<file path="src/common/bcdcnt_pkg.sv">
package bcdcnt_pkg;

    // ****************************************************************
    // Register port geometry
    // ****************************************************************
    localparam int          ADDR_W       = 3;
    localparam int          DATA_W       = 16;
    localparam logic [2:0]  REG_CTRL     = 3'h0;
    localparam logic [2:0]  REG_STATUS   = 3'h1;
    localparam logic [2:0]  REG_MASK     = 3'h2;
    localparam logic [2:0]  REG_COUNT    = 3'h3;
    localparam logic [2:0]  REG_HALF     = 3'h4;

    // ****************************************************************
    // Field positions and reset values
    // ****************************************************************
    localparam int          CTRL_FMT_BIT = 0;
    localparam int          EV_ROLL_BIT  = 0;
    localparam int          EV_OVF_BIT   = 1;
    localparam int          EV_W         = 2;
    localparam logic        CTRL_RST     = 1'b0;
    localparam logic [1:0]  MASK_RST     = 2'h0;
    localparam logic [1:0]  STATUS_RST   = 2'h0;

    // ****************************************************************
    // Counter limits
    // ****************************************************************
    localparam int          NDIG         = 4;
    localparam logic [3:0]  LIM_DEC      = 4'h9;
    localparam logic [3:0]  LIM_TIME_TEN = 4'h5;
    localparam logic [3:0]  DIG_ZERO     = 4'h0;
    localparam logic [3:0]  DIG_ONE      = 4'h1;

    // ****************************************************************
    // Timing
    // ****************************************************************
    localparam int          CLK_NS       = 50;
    localparam int          CARRY_LOW_NS = 200;
    localparam int          CARRY_LOW_CYC =
        (CARRY_LOW_NS + CLK_NS - 1) / CLK_NS;
    localparam int          CCNT_W       = 4;
    localparam logic [3:0]  CARRY_LOAD   = 4'(CARRY_LOW_CYC);

    // ****************************************************************
    // Segment codes, bit 6 = a down to bit 0 = g, 1 = lit
    // ****************************************************************
    localparam logic [6:0]  SEG_BLANK    = 7'h00;
    localparam logic [9:0][6:0] SEG_TBL  = {
        7'h7b, 7'h7f, 7'h70, 7'h5f, 7'h5b,
        7'h33, 7'h79, 7'h6d, 7'h30, 7'h7e
    };

    // ****************************************************************
    // Carried groups
    // ****************************************************************
    typedef logic [NDIG-1:0][3:0] bcdcnt_digits_t;
    typedef logic [NDIG-1:0][6:0] bcdcnt_segs_t;

    typedef struct packed {
        logic                 sync1;
        logic                 sync2;
        logic                 prev;
        bcdcnt_digits_t       dig;
        logic                 half;
        logic [CCNT_W-1:0]    carry_cnt;
        logic                 carry;
        bcdcnt_segs_t         seg;
        logic                 half_seg;
        logic                 lz_out;
        logic                 fmt;
        logic [EV_W-1:0]      status;
        logic [EV_W-1:0]      mask;
        logic [DATA_W-1:0]    rdata;
        logic                 irq;
    } bcdcnt_state_s;

endpackage

</file>
<file path="src/design/bcdcnt_decade.sv">
`timescale 1ns/1ps

// One decade of the ripple chain: steps by one and wraps at its limit
module bcdcnt_decade
(
    input  wire logic [3:0] dig,    // Present digit
    input  wire logic       inc,    // Step request from lower stage
    input  wire logic [3:0] lim,    // Highest legal value
    output logic      [3:0] nxt,    // Next digit
    output logic            co      // Wrap carry to next stage
);

    // Wrap at or above the limit so a stray code recovers
    always_comb
    begin
        co  = inc && (dig >= lim);
        nxt = dig;
        if (co)
        begin
            nxt = bcdcnt_pkg::DIG_ZERO;
        end
        else if (inc)
        begin
            nxt = 4'(dig + bcdcnt_pkg::DIG_ONE);
        end
    end

endmodule

</file>
<file path="src/design/bcdcnt_segdec.sv">
`timescale 1ns/1ps

// Four-to-seven decoder with blanking
module bcdcnt_segdec
(
    input  wire logic [3:0] bcd,    // Digit value
    input  wire logic       blank,  // Dark the digit
    output logic      [6:0] seg     // Segment pattern, 1 = lit
);

    // Codes above nine read dark
    always_comb
    begin
        seg = bcdcnt_pkg::SEG_BLANK;
        if (!blank && bcd <= bcdcnt_pkg::LIM_DEC)
        begin
            seg = bcdcnt_pkg::SEG_TBL[bcd];
        end
    end

endmodule

</file>
<file path="src/design/bcdcnt_top.sv">
// The plain strobed port and the register offsets are this design's own decisions.
`timescale 1ns/1ps

// Notes on behaviour
// Each falling count edge steps the four decades by one unless held.
// Carry falls after the step that wraps the maximum to the next 10000.
// A flip-flop set by the carry lights the half digit as overflow.
// The half digit clears only while clear is low, with the counter.
// Counting and carry edges go on unchanged once the half digit is set.
// Hold low stops the first stage while the edge detector keeps running.
// Each decade is decoded to seven segments, one output per segment.
// Segment latches follow while store is low and hold while it is high.
// With the chain input high, leading zero digits are blanked.
// Chain input low or half digit set blanks none of the four digits, so zero digits are shown.
// Chain output is high only when all four digits are blanked.
// Cascades feed the upper device's chain output to the lower's input.
// Undriven store, clear, hold and chain inputs count as high.
// While clear is low all four decades are forced to zero.
// The count input is synchronised and each fall steps at most once.
module bcdcnt_top
(
    input  wire logic                            clk_sys,   // System clock
    input  wire logic                            nrst,      // Async reset
    input  wire logic                            cnt_in,    // Count input
    input  wire logic                            hold_n,    // Low holds count
    input  wire logic                            clr_n,     // Low clears count
    input  wire logic                            store_n,   // Low loads latches
    input  wire logic                            lz_in,     // Blank chain in
    output logic                                 carry_out, // Carry, falls
    output logic                                 lz_out,    // Blank chain out
    output logic [bcdcnt_pkg::NDIG*7-1:0]        seg_out,   // Digit segments
    output logic                                 half_seg,  // Half digit
    input  wire logic [bcdcnt_pkg::ADDR_W-1:0]   reg_addr,  // Register address
    input  wire logic [bcdcnt_pkg::DATA_W-1:0]   reg_wdata, // Write data
    input  wire logic                            reg_we,    // Write strobe
    input  wire logic                            reg_re,    // Read strobe
    output logic [bcdcnt_pkg::DATA_W-1:0]        reg_rdata, // Read data
    output logic                                 irq        // Interrupt level
);

    // ****************************************************************
    // State
    // ****************************************************************
    bcdcnt_pkg::bcdcnt_state_s st_r;
    bcdcnt_pkg::bcdcnt_state_s st_nxt;

    // Ripple chain wires
    bcdcnt_pkg::bcdcnt_digits_t dig_step;
    logic [bcdcnt_pkg::NDIG:0]  chain;
    logic [bcdcnt_pkg::NDIG-1:0][3:0] lim;

    // Blanking and decoder wires
    logic [bcdcnt_pkg::NDIG-1:0] blank;
    bcdcnt_pkg::bcdcnt_segs_t    seg_dec;

    // Count edge and event wires
    logic                        fall;
    logic                        adv;
    logic                        roll;
    logic [bcdcnt_pkg::EV_W-1:0] ev;

    // ****************************************************************
    // Count edge detection
    // ****************************************************************

    // Falling edge seen between the second sync stage and its delay
    assign fall = st_r.prev & ~st_r.sync2;

    // Hold gates the step, never the sampling of the count input
    assign adv  = fall & hold_n & clr_n;

    // ****************************************************************
    // Decade chain
    // ****************************************************************

    // Tens positions wrap at five in time format
    always_comb
    begin
        for (int i = 0; i < bcdcnt_pkg::NDIG; i++)
        begin
            lim[i] = bcdcnt_pkg::LIM_DEC;
            if (st_r.fmt && (i % 2 == 1))
            begin
                lim[i] = bcdcnt_pkg::LIM_TIME_TEN;
            end
        end
    end

    assign chain[0] = adv;

    // Four decades rippling their carries upward
    genvar g;
    generate
        for (g = 0; g < bcdcnt_pkg::NDIG; g++)
        begin : gen_dec
            bcdcnt_decade u_decade
            (
                .dig (st_r.dig[g]),
                .inc (chain[g]),
                .lim (lim[g]),
                .nxt (dig_step[g]),
                .co  (chain[g+1])
            );
        end
    endgenerate

    // Top decade wrapping means the count passed its maximum
    assign roll = chain[bcdcnt_pkg::NDIG];

    // ****************************************************************
    // Blanking and decoding
    // ****************************************************************

    // Zero detect walks down from the top digit
    always_comb
    begin
        logic run;
        run = lz_in & ~st_r.half;
        for (int i = bcdcnt_pkg::NDIG - 1; i >= 0; i--)
        begin
            run      = run && (st_r.dig[i] == bcdcnt_pkg::DIG_ZERO);
            blank[i] = run;
        end
    end

    // One decoder per decade
    generate
        for (g = 0; g < bcdcnt_pkg::NDIG; g++)
        begin : gen_seg
            bcdcnt_segdec u_segdec
            (
                .bcd   (st_r.dig[g]),
                .blank (blank[g]),
                .seg   (seg_dec[g])
            );
        end
    endgenerate

    // ****************************************************************
    // Events
    // ****************************************************************

    // Wrap and first overflow raise status bits
    always_comb
    begin
        ev                          = '0;
        ev[bcdcnt_pkg::EV_ROLL_BIT] = roll;
        ev[bcdcnt_pkg::EV_OVF_BIT]  = roll & ~st_r.half;
    end

    // ****************************************************************
    // Next state
    // ****************************************************************

    // All state updates in one place
    always_comb
    begin
        st_nxt = st_r;

        // Two-stage synchroniser plus edge delay
        st_nxt.sync1 = cnt_in;
        st_nxt.sync2 = st_r.sync1;
        st_nxt.prev  = st_r.sync2;

        // Count step, the chain keeps going after overflow
        st_nxt.dig = dig_step;

        // Overflow flip-flop set by the carry
        if (roll)
        begin
            st_nxt.half = 1'b1;
        end

        // Carry drops for a fixed time after each wrap
        if (roll)
        begin
            st_nxt.carry     = 1'b0;
            st_nxt.carry_cnt = bcdcnt_pkg::CARRY_LOAD;
        end
        else if (st_r.carry_cnt != '0)
        begin
            st_nxt.carry_cnt = st_r.carry_cnt - 1'b1;
            if (st_r.carry_cnt == 4'h1)
            begin
                st_nxt.carry = 1'b1;
            end
        end

        // Level clear wins over counting and overflow
        if (!clr_n)
        begin
            st_nxt.dig  = '0;
            st_nxt.half = 1'b0;
        end

        // Output latches are open only while store is low
        if (!store_n)
        begin
            st_nxt.seg      = seg_dec;
            st_nxt.half_seg = st_r.half;
        end

        // Chain output high only with every digit dark
        st_nxt.lz_out = blank[0];

        // Register writes
        if (reg_we)
        begin
            unique case (reg_addr)
                bcdcnt_pkg::REG_CTRL:
                begin
                    st_nxt.fmt = reg_wdata[bcdcnt_pkg::CTRL_FMT_BIT];
                end
                bcdcnt_pkg::REG_MASK:
                begin
                    st_nxt.mask = reg_wdata[bcdcnt_pkg::EV_W-1:0];
                end
                default:
                begin
                    st_nxt.mask = st_r.mask;
                end
            endcase
        end

        // Read data stands for one cycle only
        st_nxt.rdata = '0;
        if (reg_re)
        begin
            unique case (reg_addr)
                bcdcnt_pkg::REG_CTRL:
                begin
                    st_nxt.rdata[bcdcnt_pkg::CTRL_FMT_BIT] = st_r.fmt;
                end
                bcdcnt_pkg::REG_STATUS:
                begin
                    st_nxt.rdata[bcdcnt_pkg::EV_W-1:0] = st_r.status;
                end
                bcdcnt_pkg::REG_MASK:
                begin
                    st_nxt.rdata[bcdcnt_pkg::EV_W-1:0] = st_r.mask;
                end
                bcdcnt_pkg::REG_COUNT:
                begin
                    st_nxt.rdata = st_r.dig;
                end
                bcdcnt_pkg::REG_HALF:
                begin
                    st_nxt.rdata[0] = st_r.half;
                end
                default:
                begin
                    st_nxt.rdata = '0;
                end
            endcase
        end

        // Sticky status, a read clears and a new event wins
        if (reg_re && reg_addr == bcdcnt_pkg::REG_STATUS)
        begin
            st_nxt.status = ev;
        end
        else
        begin
            st_nxt.status = st_r.status | ev;
        end

        // Level interrupt from unmasked status
        st_nxt.irq = |(st_nxt.status & st_r.mask);
    end

    // ****************************************************************
    // State register
    // ****************************************************************

    // Asynchronous reset to constants only
    always_ff @(posedge clk_sys or negedge nrst)
    begin
        if (!nrst)
        begin
            st_r           <= '0;
            st_r.carry     <= 1'b1;
            st_r.fmt       <= bcdcnt_pkg::CTRL_RST;
            st_r.mask      <= bcdcnt_pkg::MASK_RST;
            st_r.status    <= bcdcnt_pkg::STATUS_RST;
        end
        else
        begin
            st_r <= st_nxt;
        end
    end

    // ****************************************************************
    // Outputs
    // ****************************************************************

    // Every output is a state flip-flop
    assign carry_out = st_r.carry;
    assign lz_out    = st_r.lz_out;
    assign seg_out   = st_r.seg;
    assign half_seg  = st_r.half_seg;
    assign reg_rdata = st_r.rdata;
    assign irq       = st_r.irq;

    // Pull-ups live at the pad; open pins arrive here as 1

endmodule

</file>
<file path="config.mk">
export PLATFORM = sky130hd
export DESIGN_NAME = bcdcnt_top
export DESIGN_NICKNAME = d
export VERILOG_FILES = /design/src/common/bcdcnt_pkg.sv /design/src/design/bcdcnt_decade.sv /design/src/design/bcdcnt_segdec.sv /design/src/design/bcdcnt_top.sv
export SDC_FILE = /design/constraint.sdc
export NUM_CORES = 1
export LEC_CHECK = 0
export BUFFER_PORTS_ARGS = -buffer_cell sky130_fd_sc_hd__buf_4
export CAP_MARGIN = 10
export CORE_MARGIN = 3
export CORE_UTILIZATION = 44
export DETAILED_ROUTE_END_ITERATION = 10
export PLACE_DENSITY = 0.71
export REMOVE_ABC_BUFFERS = 1
export SLEW_MARGIN = 25
export SYNTH_ARGS = -nofsm -noshare
export SYNTH_HDL_FRONTEND = slang
export SYNTH_SLANG_ARGS = --single-unit
</file>
<file path="constraint.sdc">
create_clock -name clk_sys -period 2.2 [get_ports clk_sys]
set_input_delay 0.22 -clock clk_sys [delete_from_list [all_inputs] [get_ports clk_sys]]
set_output_delay 0.22 -clock clk_sys [all_outputs]
set_load 0.02 [all_outputs]
</file>
* Yosys cells after proc, flatten, opt, wreduce, memory -nomap -nowiden
Memories as Yosys holds them, arrays and structs flattened.
Cells that the tools add are included.
** Storage, ports and cells
- Register bits :: 77
- Memories :: 4
- Input port bits :: 28
- Output and inout bits :: 48
- Memory bits (read-only) :: 448
** Memory list
- (name not given) :: words 16, bits a word 7, rd ports 1, clocked after Yosys merged registers in 0, wr ports 0, line bcdcnt_segdec.sv:17 : seg = bcdcnt_pkg::SEG_TBL[bcd];
- (name not given) :: words 16, bits a word 7, rd ports 1, clocked after Yosys merged registers in 0, wr ports 0, line bcdcnt_segdec.sv:17
- (name not given) :: words 16, bits a word 7, rd ports 1, clocked after Yosys merged registers in 0, wr ports 0, line bcdcnt_segdec.sv:17
- (name not given) :: words 16, bits a word 7, rd ports 1, clocked after Yosys merged registers in 0, wr ports 0, line bcdcnt_segdec.sv:17
** Operators by class
- $lt $le $gt $ge :: 12
- Equality and inequality tests :: 10
- Muxes and demuxes :: 27
- Add/sub/neg operators :: 5
- Bitwise logic cells :: 9
- Reduce and logical (&&, ||, !) cells :: 29
** Operator list (number)
- $mux W7 :: 8
- $mux W4 :: 9
- $lt A4 B5 Y1 const B :: 4
- $mux W17 :: 1
- $add A4 B1 Y4 const B :: 4
- $le A4 B4 Y1 const B :: 4
- $logic_not A4 Y1 :: 4
- $mux W16 :: 1
- $mux W14 :: 1
- $logic_and A1 B1 Y1 :: 13
- $ne A3 B1 Y1 const B :: 4
- $mux W5 :: 2
- $ge A4 B4 Y1 :: 2
- $ge A4 B4 Y1 const B :: 2
- $eq A3 B2 Y1 const B :: 2
- $reduce_and A2 Y1 :: 3
- $and A1 B1 Y1 :: 5
- $pmux W1 S5 :: 1
- $eq A4 B1 Y1 const B :: 1
- $logic_not A1 Y1 :: 4
- $reduce_bool A2 Y1 :: 2
- $reduce_bool A4 Y1 :: 1
- $sub A4 B1 Y4 const B :: 1
- $eq A3 B1 Y1 const B :: 1
- 10 further kinds :: 12

* Depth between registers and ports, before layout
Gate-level depths: netlist (run 1).
- Depth after elaboration :: 13
- Gate-level depth with buffers :: 7
- Mapped depth without buffers :: 6

* Cells and area by module
A second synthesis (run 1) with hierarchy kept.
** Second synthesis, totals
- Cell total of the unflattened synthesis :: 483
- Area total of the unflattened synthesis :: 4880.9 um2
** Modules (own cells, without submodules)
- bcdcnt_top :: sequential area each 1928.1 um2, instances 1, area each 3226.8 um2, cells an instance 249
- bcdcnt_decade :: sequential area each 0.0 um2, instances 4, area each 201.4 um2, cells an instance 29
- bcdcnt_segdec at gen_seg[0].u_segdec ... :: sequential area each 0.0 um2, instances 3, area each 210.2 um2, cells an instance 29
- bcdcnt_segdec at gen_seg[1].u_segdec :: sequential area each 0.0 um2, instances 1, area each 217.7 um2, cells an instance 31

* Worst setup path after synthesis (run 1)
Ideal clock, no wire load.
- Path type :: register to register
- Start :: register st_r[58] in the netlist's numbering
- End :: register st_r, in the netlist irq
- Slack :: 0.296 ns
- Path buffers :: 0
- Stages on the path, launching flop included :: 7
- Library setup time :: 0.126 ns
- Arrival time :: 1.778 ns
- Cells stage by stage :: dfrtp_1 > inv_1 > ha_1 > or3b_4 > nand4_4 > o41ai_2 > a221o_1
** RTL lines
- from (decl) :: line bcdcnt_top.sv:44 : bcdcnt_pkg::bcdcnt_state_s st_r;
- from (signal assigned) :: line bcdcnt_top.sv:288 : st_r <= st_nxt;

* Worst setup path after layout (run 1)
- Start :: register st_r[66] in the netlist's numbering
- End :: register st_r[55] in the netlist's numbering
** Between the ends
- Word-level cells in the longest chain between the ends :: 4
- Elaborated cells on any way between the ends :: 5
- Those cells by class :: order compare: 1; mux: 1; reduce/logical: 3
** Ends and longest elaborated chain
- $ge A4 B4 Y1 * :: line bcdcnt_decade.sv:16 : co = inc && (dig >= lim);
- $logic_and A1 B1 Y1 * (2 in series) :: line bcdcnt_decade.sv:16
- $mux W5 or $reduce_bool A2 Y1 (tied branches)
Every way passes the cells marked *; elsewhere a longest branch is shown, timed or not.
A chain may end at the register's enable or synchronous reset.

==> reports/results.ini, run 1 <==
[yosys]
synthCells = 462
ys_ff_latch = 77
syn_avg_cell_area_sq_um = 9.574
synthesis.area_sq_um = 4423
ys.flop_type = dfrtp_1
synthDistinctLibCells = 59
synth_warnings = 0
ys_async_sr_fraction_pct = 100.0
yosysSeqAreaShare_pct = 43.59
synth_edf_count = 0

[placed_design]
place.gp.congestion = 0.8358
port_buffers = 61
post-dp-hpwl_um = 6428

[global_route]
grt_overflow = 0
grt_usage_pct = 17.08
grt-busiest-layer = met2
grt_max_degree = 78
grt_antenna_before_repair = 0
grt_pass1_wl_um = 15640
grt_use_met3_pct = 4.432
grt_pass1_vias = 3285
met2_usage_pct = 28.05
use_met1_pct = 21.97

[detailed_routing]
viasPerCell = 5.270
drt-total-wl_um = 9087
ant_nets = 0
first_pass_iters = 4
drtIter0Drc = 148
remaining_drc_errors = 0
route.vias.total = 3341
routedWlPerCell_um = 14.33

[worst_hold_path]
hold_path.class = input port to register
hold_start = reg_addr[2]
hold-path-endpoint = reg_rdata[1]
hold_depth = 2

[critical_path]
worstReg2RegStart = st_r[66]
startpoint_type = register
crit_type = register to register
r2r_cells = 7
path_max_fanout = 6
end_kind = register
r2r_end = st_r[55]
r2r_slack_ns = 0.15
cp.required_ns = 2.44
crit_arrival_ns = 2.29

[floorplan]
num_rows = 35
die_x_um = 106.3
core_area_sq_um = 9503
ios = 76
start_util_pct = 46.54
die_area_sq_um = 11290
die_y_um = 106.3

[cells_and_area]
final_cell_mix = buf_4 (85), dfrtp_1 (76), nand2_1 (43)
fin_nets = 561
drive_gt1_share_pct = 23.37
layout_commonest_cell = buf_4
syn2layout_area_growth_pct = 14.29
diodes = 0
n_fill_cell = 896

[pwr]
ir_drop_mv = 0.3005
switching_share_pct = 26.10
combPwrFrac_pct = 12.4
p_int_w = 0.002158
power_frac_seq_pct = 52.0
p_per_area_nw_per_um2 = 577.8
clockPowerShare_pct = 35.6
switching_power_w = 0.0007623
p_leak_nw = 2.460

[clock_network]
cts_sinks = 77
cts_resized = 0
ctsHtreeMaxLevel = 3
cts-root-buf = clkbuf_8
tritoncts = built
insertion_delay_ns = 0.35
cts_buffers = 9
clkTransAtPathRegs_ns = 0.08
ctsLongestPathBuffers = 2

[timing]
fin_skew_ns = 0.009439
min_period_over_period_pct = 93.01
worst_pin_slew_ns = 0.5790
setup-violations-final = 0
rsz0062_at_grt = false
setup_tns_ns = 0
fin_crit_ns = 2.046
hold_viol = 0
relSlewSlack_pct = 61.36
fmax_mhz = 488.7
maxSlewViolCount = 0
whs_ns = 0.07722

[outcome]
status = finished clean

[run]
drv_cap = 0

state kept, by name (all words and copies together) (netlist names):
register	cells
half_seg	1
st_r	27
reg_rdata	16
carry_out	1
seg_out	28
st_nxt	2
lz_out	1
irq	1
cell families after synthesis:
family / share of synthesized area (%)
adders and majority gates: 9.335
DFF: 43.59
buffers and inverters: 11.34
xor gates and xnor gates: 0.5942
AOI/OAI and AO/OA: 14.00
and+or+nand+nor: 19.38
muxes: 1.754
metrics by stage:
| stage | total power (W) | std cells | area (sq um) | utilization [%] | setup WS (ns) |
|---|---|---|---|---|---|
| global placement | 0.001900 | 615 | 4831 | 50.84 | 0.1992 |
| detailed placement | 0.001908 | 615 | 4831 | 50.84 | 0.1564 |
| CTS | 0.002960 | 633 | 5047 | 53.11 | 0.1475 |
| global route | 0.003053 | 634 | 5055 | 53.19 | 0.005495 |
| finish | 0.002921 | 634 | 5055 | 53.19 | 0.1537 |
| floorplan | 0.001717 | 401 | 4019 | - | 0.2551 |
layout make-up:
cell class	count	area (sq um)	area share, %
multi-input combinational	298	1993	39.43
sequential	77	1928	38.14
timing repair buffer	88	678.2	13.42
clock buffer	13	178.9	3.540
tap	129	161.4	3.193
inverter	26	97.59	1.931
clock inverter	3	17.52	0.3465
worst max-delay path, cell delays in order (launching register included):
cell and delay (ns):
dfrtp_1 0.44, inv_1 0.12, ha_1 0.26, or3b_4 0.44, nand4_4 0.16, nor4_4 0.07, buf_4 0.18, a211o_1 0.26
routing by layer:
layer / routed length [um] / part of all wire (%)
met1: 4111 / 45
met5: 0 / 0
met4: 208 / 2.3
met3: 426 / 4.7
met2: 4341 / 48
power by group through the flow:
stage	clock network (W)	registers [W]	logic, W
after floorplan	0	0.00160	0.000117
after global placement	0	0.00154	0.000355
after detailed placement	0	0.00155	0.000361
after CTS	0.00107	0.00152	0.000367
after global routing	0.00113	0.00153	0.000396
final	0.00104	0.00152	0.000361
worst max-delay path by stage:
stage                         from          to  slack [ns]  depth (start not counted)
after CTS                 st_r[66]    st_r[55]        0.15                          7
after global placement    st_r[66]    st_r[55]        0.20                          7
after floorplan           st_r[62]    st_r[68]        0.26                          6
final                     st_r[66]    st_r[55]        0.15                          7
after detailed placement  st_r[66]    st_r[55]        0.16                          7
after global routing      st_r[70]  seg_out[7]       0.005                          6
synth_stat cells, types with 4 or more instances:
master	n	area (sq um)
a21oi_1	26	130.1
a221oi_1	4	35.03
and2_1	14	87.58
and3_1	4	25.02
buf_4	44	330.3
clkbuf_1	14	52.55
dfrtp_1	76	1902
ha_1	33	412.9
inv_1	26	97.59
mux2_2	4	45.04
nand2_1	43	161.4
nand3_1	8	40.04
nand4_1	6	37.54
nor2_1	36	135.1
nor2b_1	9	56.30
nor3_1	4	20.02
nor3b_1	10	75.07
o21ai_0	37	185.2
o31ai_1	6	45.04
what timing repair did:
| item | 4_1_cts | 5_1_grt |
|---|---|---|
| endpoints found under the hold margin | 77 | 0 |
| hold buffers | 2 | 0 |
| setup buffers | 0 | 1 |
| endpoints found under the setup margin | 0 | 6 |
No activity file was read; power rests on OpenSTA's default activity.
==> run 2: changes to the inputs <==
Settings changed: PLACE_DENSITY 0.71 to default, PLACE_DENSITY_LB_ADDON from default to 0.05.
==> reports/results.ini, run 2 (synthesis results as in run 1) <==
[global_route]
grt_pass1_vias = 3224  ; -1.9%
grt_pass1_wl_um = 15700  ; +0.35%
grt_usage_pct = 17.43  ; +0.35 points
grt_antenna_before_repair = 0  ; unchanged
grt_overflow = 0  ; unchanged
grt_max_degree = 32  ; -59%

[worst_hold_path]
hold_path.class = input port to register

[cells_and_area]
n_fill_cell = 898  ; +0.22%
final_cells = 637  ; +0.47%
final_cell_mix = buf_4 (90), dfrtp_1 (76), nand2_1 (43)
fin_nets = 565  ; +0.71%
syn2layout_area_growth_pct = 15.08
layout_commonest_cell = buf_4
drive_gt1_share_pct = 23.62  ; +0.26 points
largest_reg_flops = 28  ; unchanged
diodes = 0  ; unchanged

[floorplan]
die_y_um = 106.3  ; unchanged
ios = 76  ; unchanged
num_rows = 35  ; unchanged
die_x_um = 106.3  ; unchanged
core_area_sq_um = 9503  ; unchanged
die_area_sq_um = 11290  ; unchanged
start_util_pct = 46.54  ; unchanged

[detailed_routing]
viasPerCell = 5.127  ; -2.7%
first_pass_iters = 4  ; unchanged
remaining_drc_errors = 0  ; unchanged
ant_nets = 0  ; unchanged
route.vias.total = 3266  ; -2.2%
routedWlPerCell_um = 14.58  ; +1.7%
drtIter0Drc = 116  ; -22%
drt-total-wl_um = 9288  ; +2.2%

[pwr]
p_per_area_nw_per_um2 = 598.6  ; +3.6%
ir_drop_mv = 0.2828  ; -5.9%
p_leak_nw = 2.477  ; +0.70%

[critical_path]
path_cells = inv_1 -> ha_1 -> or3b_4 -> nand4_4 -> nor4_4 -> buf_4 -> a211o_1
critPathSlowestCell = or3b_4
crit_arrival_ns = 2.26  ; -0.03 ns
crit_buf_inv = 2  ; unchanged
cp_top_family = simple AND/OR/NAND/NOR gates
startpoint_type = register
crit_type = register to register
path_max_fanout = 7  ; +1
cpPeakStageDelay_ns = 0.47  ; +0.03 ns
cp.required_ns = 2.44  ; about the same
end_kind = register

[clock_network]
cts_sinks = 77  ; unchanged
cts_setup_buffers = 0  ; unchanged
tritoncts = built
ctsHtreeMaxLevel = 3  ; unchanged
clkTransAtPathRegs_ns = 0.08  ; about the same
cts-root-buf = clkbuf_8
cts_buffers = 9  ; unchanged
insertion_delay_ns = 0.35  ; about the same
ctsLongestPathBuffers = 2  ; unchanged

[timing]
worst_pin_slew_ns = 0.6315  ; +0.05255 ns
rsz0062_at_grt = false
setup-violations-final = 0  ; unchanged
fin_skew_ns = 0.008790  ; -0.0006484 ns
maxSlewViolCount = 0  ; unchanged
setup_tns_ns = 0  ; unchanged
fmax_mhz = 495.0  ; +1.3%
hold_viol = 0  ; unchanged
fin_crit_ns = 2.020  ; -0.02599 ns
relSlewSlack_pct = 57.85  ; -3.5 points
min_period_over_period_pct = 91.83  ; -1.2 points

[run]
drv_cap = 0  ; unchanged

[placed_design]
place_inst = 620  ; +0.81%
port_buffers = 61  ; unchanged
post-dp-hpwl_um = 6785  ; +5.6%
place.gp.congestion = 0.7949  ; -4.9%

[outcome]
status = finished clean

==> run 2: changes by cell type in the layout (fill, tap and decap cells not counted), sizes merged <==
| cell | delta |
|---|---|
| buf | +4 |
| bufinv | +2 |
| clkbuf | -2 |
| clkinv | -1 |
==> run 2: repair_timing <==
item | 4_1_cts | 5_1_grt
endpoints found under the hold margin | 30 | 0
gates resized for setup | 0 | 0
hold buffers | 2 | 0
==> run 2: cell type report <==
type                    instances  area (sq um)  share of cell area (%)
clock buffers                  11         141.4                   2.778
clock inverters                 4         72.57                   1.426
inverters                      26         97.59                   1.917
multi-input cells             298          1993                   39.16
flip-flops and latches         77          1928                   37.88
well taps                     129         161.4                   3.171
repair buffers                 92         695.7                   13.67
==> run 2: worst register-to-register path: cells and delay by family (launching register included) <==
family / cells / cell delay, ns
and+or+nand+nor: 3 / 0.66
DFF: 1 / 0.44
buffers and inverters: 2 / 0.29
adders and majority gates: 1 / 0.26
AOI/OAI and AO/OA: 1 / 0.26
==> run 2: final timing paths <==
kind                                endpoint  slack [ns]  depth (start not counted)         from
worst max-delay path                st_r[55]        0.18                          7     st_r[58]
worst min-delay path            reg_rdata[1]        0.08                          2  reg_addr[2]
worst max register to register      st_r[55]        0.18                          7     st_r[58]
worst min register to register    st_nxt[74]        0.35                          0   st_nxt[75]
max in group asynchronous          carry_out        1.13                          3         nrst
min in group asynchronous        seg_out[19]        0.35                          2         nrst
==> run 2: per-stage QoR <==
stage / setup slack (ns) / hold slack, ns / area [sq um] / util [%] / power, W
5_1_grt: 0.01200 / 0.08153 / 5090 / 53.56 / 0.003189
4_1_cts: 0.1817 / 0.06534 / 5090 / 53.56 / 0.003095
3_3_place_gp: 0.2161 / 0.1976 / 4856 / 51.10 / 0.001905
6_report: 0.1797 / 0.07682 / 5090 / 53.56 / 0.003047
3_5_place_dp: 0.1989 / 0.1982 / 4856 / 51.10 / 0.001910
2_1_floorplan: 0.2551 / -0.07559 / 4019 / - / 0.001717
==> run 2: routing by layer <==
layer / track usage (%) / share of wire, %
met5: 0 / 0
met3: 2.793 / 4.0
met2: 27.74 / 47
met1: 23.75 / 48
met4: 7.031 / 1.5
==> run 2: power breakdown <==
part / total [W] / leakage [nW] / internal, W / switching (W)
sequential: 0.00152 / 1.01 / 0.00148 / 0.0000398
combinational: 0.000360 / 1.36 / 0.000150 / 0.000210
clock: 0.00117 / 0.105 / 0.000662 / 0.000508
==> run 3: changes to the inputs <==
Settings changed: CELL_PAD_IN_SITES_DETAIL_PLACEMENT from default to 2, CELL_PAD_IN_SITES_GLOBAL_PLACEMENT from default to 2, CORE_UTILIZATION 44 to 35.
==> reports/results.ini, run 3 (synthesis results as in run 1) <==
[pwr]
combPwrFrac_pct = 10.1  ; -1.7 points
p_leak_nw = 2.572  ; +3.8%
power_frac_seq_pct = 40.8  ; -9.0 points
switching_share_pct = 23.31  ; -1.5 points
p_per_area_nw_per_um2 = 698.8  ; +17%
switching_power_w = 0.0008696  ; +15%
ir_drop_mv = 0.2690  ; -4.9%
clockPowerShare_pct = 49.1  ; +11 points
p_int_w = 0.002861  ; +25%

[outcome]
status = finished clean

[cells_and_area]
diodes = 0  ; unchanged
drive_gt1_share_pct = 24.51  ; +0.89 points
final_cells = 682  ; +7.1%
largest_reg_flops = 28  ; unchanged
final_cell_mix = buf_4 (94), dfrtp_1 (76), nand2_1 (43)
fin_nets = 570  ; +0.88%
layout_commonest_cell = buf_4
syn2layout_area_growth_pct = 20.68

[critical_path]
end_kind = register
crit_type = register to register
critPathSlowestCell = or4_1
path_cells = inv_1 -> ha_1 -> or3b_4 -> nand2_2 -> or4_1 -> a21oi_1
path_max_fanout = 9  ; +2
cp.required_ns = 2.46  ; +0.02 ns
cp.depth = 6  ; -1
startpoint_type = register
worstReg2RegStart = st_r[58]
r2r_cells = 6  ; -1
cp_top_family = simple AND/OR/NAND/NOR gates
cp-startpoint = st_r[58]
crit_buf_inv = 1  ; -1
crit_arrival_ns = 2.31  ; +0.05 ns
cpPeakStageDelay_ns = 0.51  ; +0.04 ns

[floorplan]
ios = 76  ; unchanged
num_rows = 40  ; +14%
start_util_pct = 36.37  ; -10 points
core_area_sq_um = 12160  ; +28%
die_y_um = 118.4  ; +11%
die_x_um = 118.4  ; +11%
die_area_sq_um = 14020  ; +24%

[run]
drv_cap = 0  ; unchanged

[clock_network]
cts_buffers = 9  ; unchanged
cts_sinks = 77  ; unchanged
cts-root-buf = clkbuf_16
tritoncts = built
ctsLongestPathBuffers = 2  ; unchanged
ctsHtreeMaxLevel = 3  ; unchanged
cts_setup_buffers = 0  ; unchanged
insertion_delay_ns = 0.34  ; about the same
clkTransAtPathRegs_ns = 0.06  ; -0.02 ns

[timing]
min_period_over_period_pct = 93.62  ; +1.8 points
setup_tns_ns = 0  ; unchanged
relSlewSlack_pct = 57.03  ; -0.82 points
worst_pin_slew_ns = 0.6439  ; +0.01234 ns
maxSlewViolCount = 0  ; unchanged
hold_viol = 0  ; unchanged
fin_crit_ns = 2.060  ; +0.03934 ns
fin_skew_ns = 0.004859  ; -0.003932 ns
rsz0062_at_grt = false
setup-violations-final = 0  ; unchanged
fmax_mhz = 485.5  ; -1.9%

[global_route]
grt_pass1_vias = 3852  ; +19%
grt_overflow = 0  ; unchanged
grt_max_degree = 44  ; +38%
grt_usage_pct = 17.85  ; +0.41 points
grt_antenna_before_repair = 0  ; unchanged
grt_pass1_wl_um = 20040  ; +28%

[placed_design]
place_inst = 664  ; +7.1%
place.gp.congestion = 0.7927  ; -0.28%
post-dp-hpwl_um = 8526  ; +26%
port_buffers = 61  ; unchanged

[worst_hold_path]
hold_path.class = input port to register
hold_start = reg_addr[2]
hold_depth = 2  ; unchanged

[detailed_routing]
viasPerCell = 5.013  ; -2.2%
ant_nets = 0  ; unchanged
first_pass_iters = 4  ; unchanged
drt-total-wl_um = 11740  ; +26%
routedWlPerCell_um = 17.22  ; +18%
route.vias.total = 3419  ; +4.7%
remaining_drc_errors = 0  ; unchanged
drtIter0Drc = 77  ; -34%

run 3: cell types whose count changed in the layout (fill, tap and decap cells not counted), sizes merged:
cell and change:
buf +5, bufinv +2, clkbuf +1, clkinv -1, clkinvlp -1
run 3: stage by stage:
step | power (W) | cell area, sq um | hold WS (ns) | setup slack, ns | util (%)
CTS | 0.003777 | 5331 | 0.07809 | 0.09080 | 43.84
global placement | 0.001915 | 4955 | 0.2162 | 0.1574 | 40.74
floorplan | 0.001717 | 4019 | -0.07559 | 0.2551 | -
detailed placement | 0.001929 | 4955 | 0.2173 | 0.1052 | 40.74
global route | 0.003881 | 5338 | 0.08718 | 0.02763 | 43.89
finish | 0.003730 | 5338 | 0.08691 | 0.1404 | 43.89
run 3: final timing paths:
check,end,slack [ns]
worst max-delay path,st_r[68],0.14
min in group asynchronous,reg_rdata[6],0.38
worst max register to register,st_r[68],0.14
worst min-delay path,reg_rdata[1],0.09
worst min register to register,st_nxt[74],0.36
max in group asynchronous,seg_out[8],1.20
run 3: worst reg2reg max path: cells and delay by family, from the launching register on:
family | cells | cell delay [ns]
AO/OA/AOI/OAI | 1 | 0.19
adder cells (fa/ha/maj) | 1 | 0.25
buffers and inverters | 1 | 0.13
flip-flops | 1 | 0.48
AND/OR/NAND/NOR | 3 | 0.93
run 3: power groups by stage:
stage / combinational, W / sequential [W] / clock, W
2_1_floorplan: 0.000117 / 0.00160 / 0
3_3_place_gp: 0.000370 / 0.00154 / 0
3_5_place_dp: 0.000380 / 0.00155 / 0
4_1_cts: 0.000386 / 0.00152 / 0.00187
5_1_grt: 0.000418 / 0.00153 / 0.00193
6_report: 0.000375 / 0.00152 / 0.00183
run 3: final cells by class:
class                           instances  area, sq um
Multi-Input combinational cell        298         1999
Fill cell                            1319         6824
Sequential cell                        77         1928
Clock buffer                           12        236.5
Tap cell                              168        210.2
Timing Repair Buffer                   97        745.7
Inverter                               26        97.59
Clock inverter                          4        120.1
run 3: repair_timing:
item                                   CTS  global route
hold buffers                             2             0
endpoints found under the hold margin   34             0
setup endpoints to repair                0             2
resized for setup                        0             2
run 3: routing by layer:
layer / GRT usage [%] / part of all wire [%] / vias up
met2: 30.12 / 49 / 44
li1: - / - / 1644
met1: 22.72 / 46 / 1719
met3: 3.254 / 3.0 / 12
met4: 6.951 / 1.8 / 0
met5: 0 / 0 / -
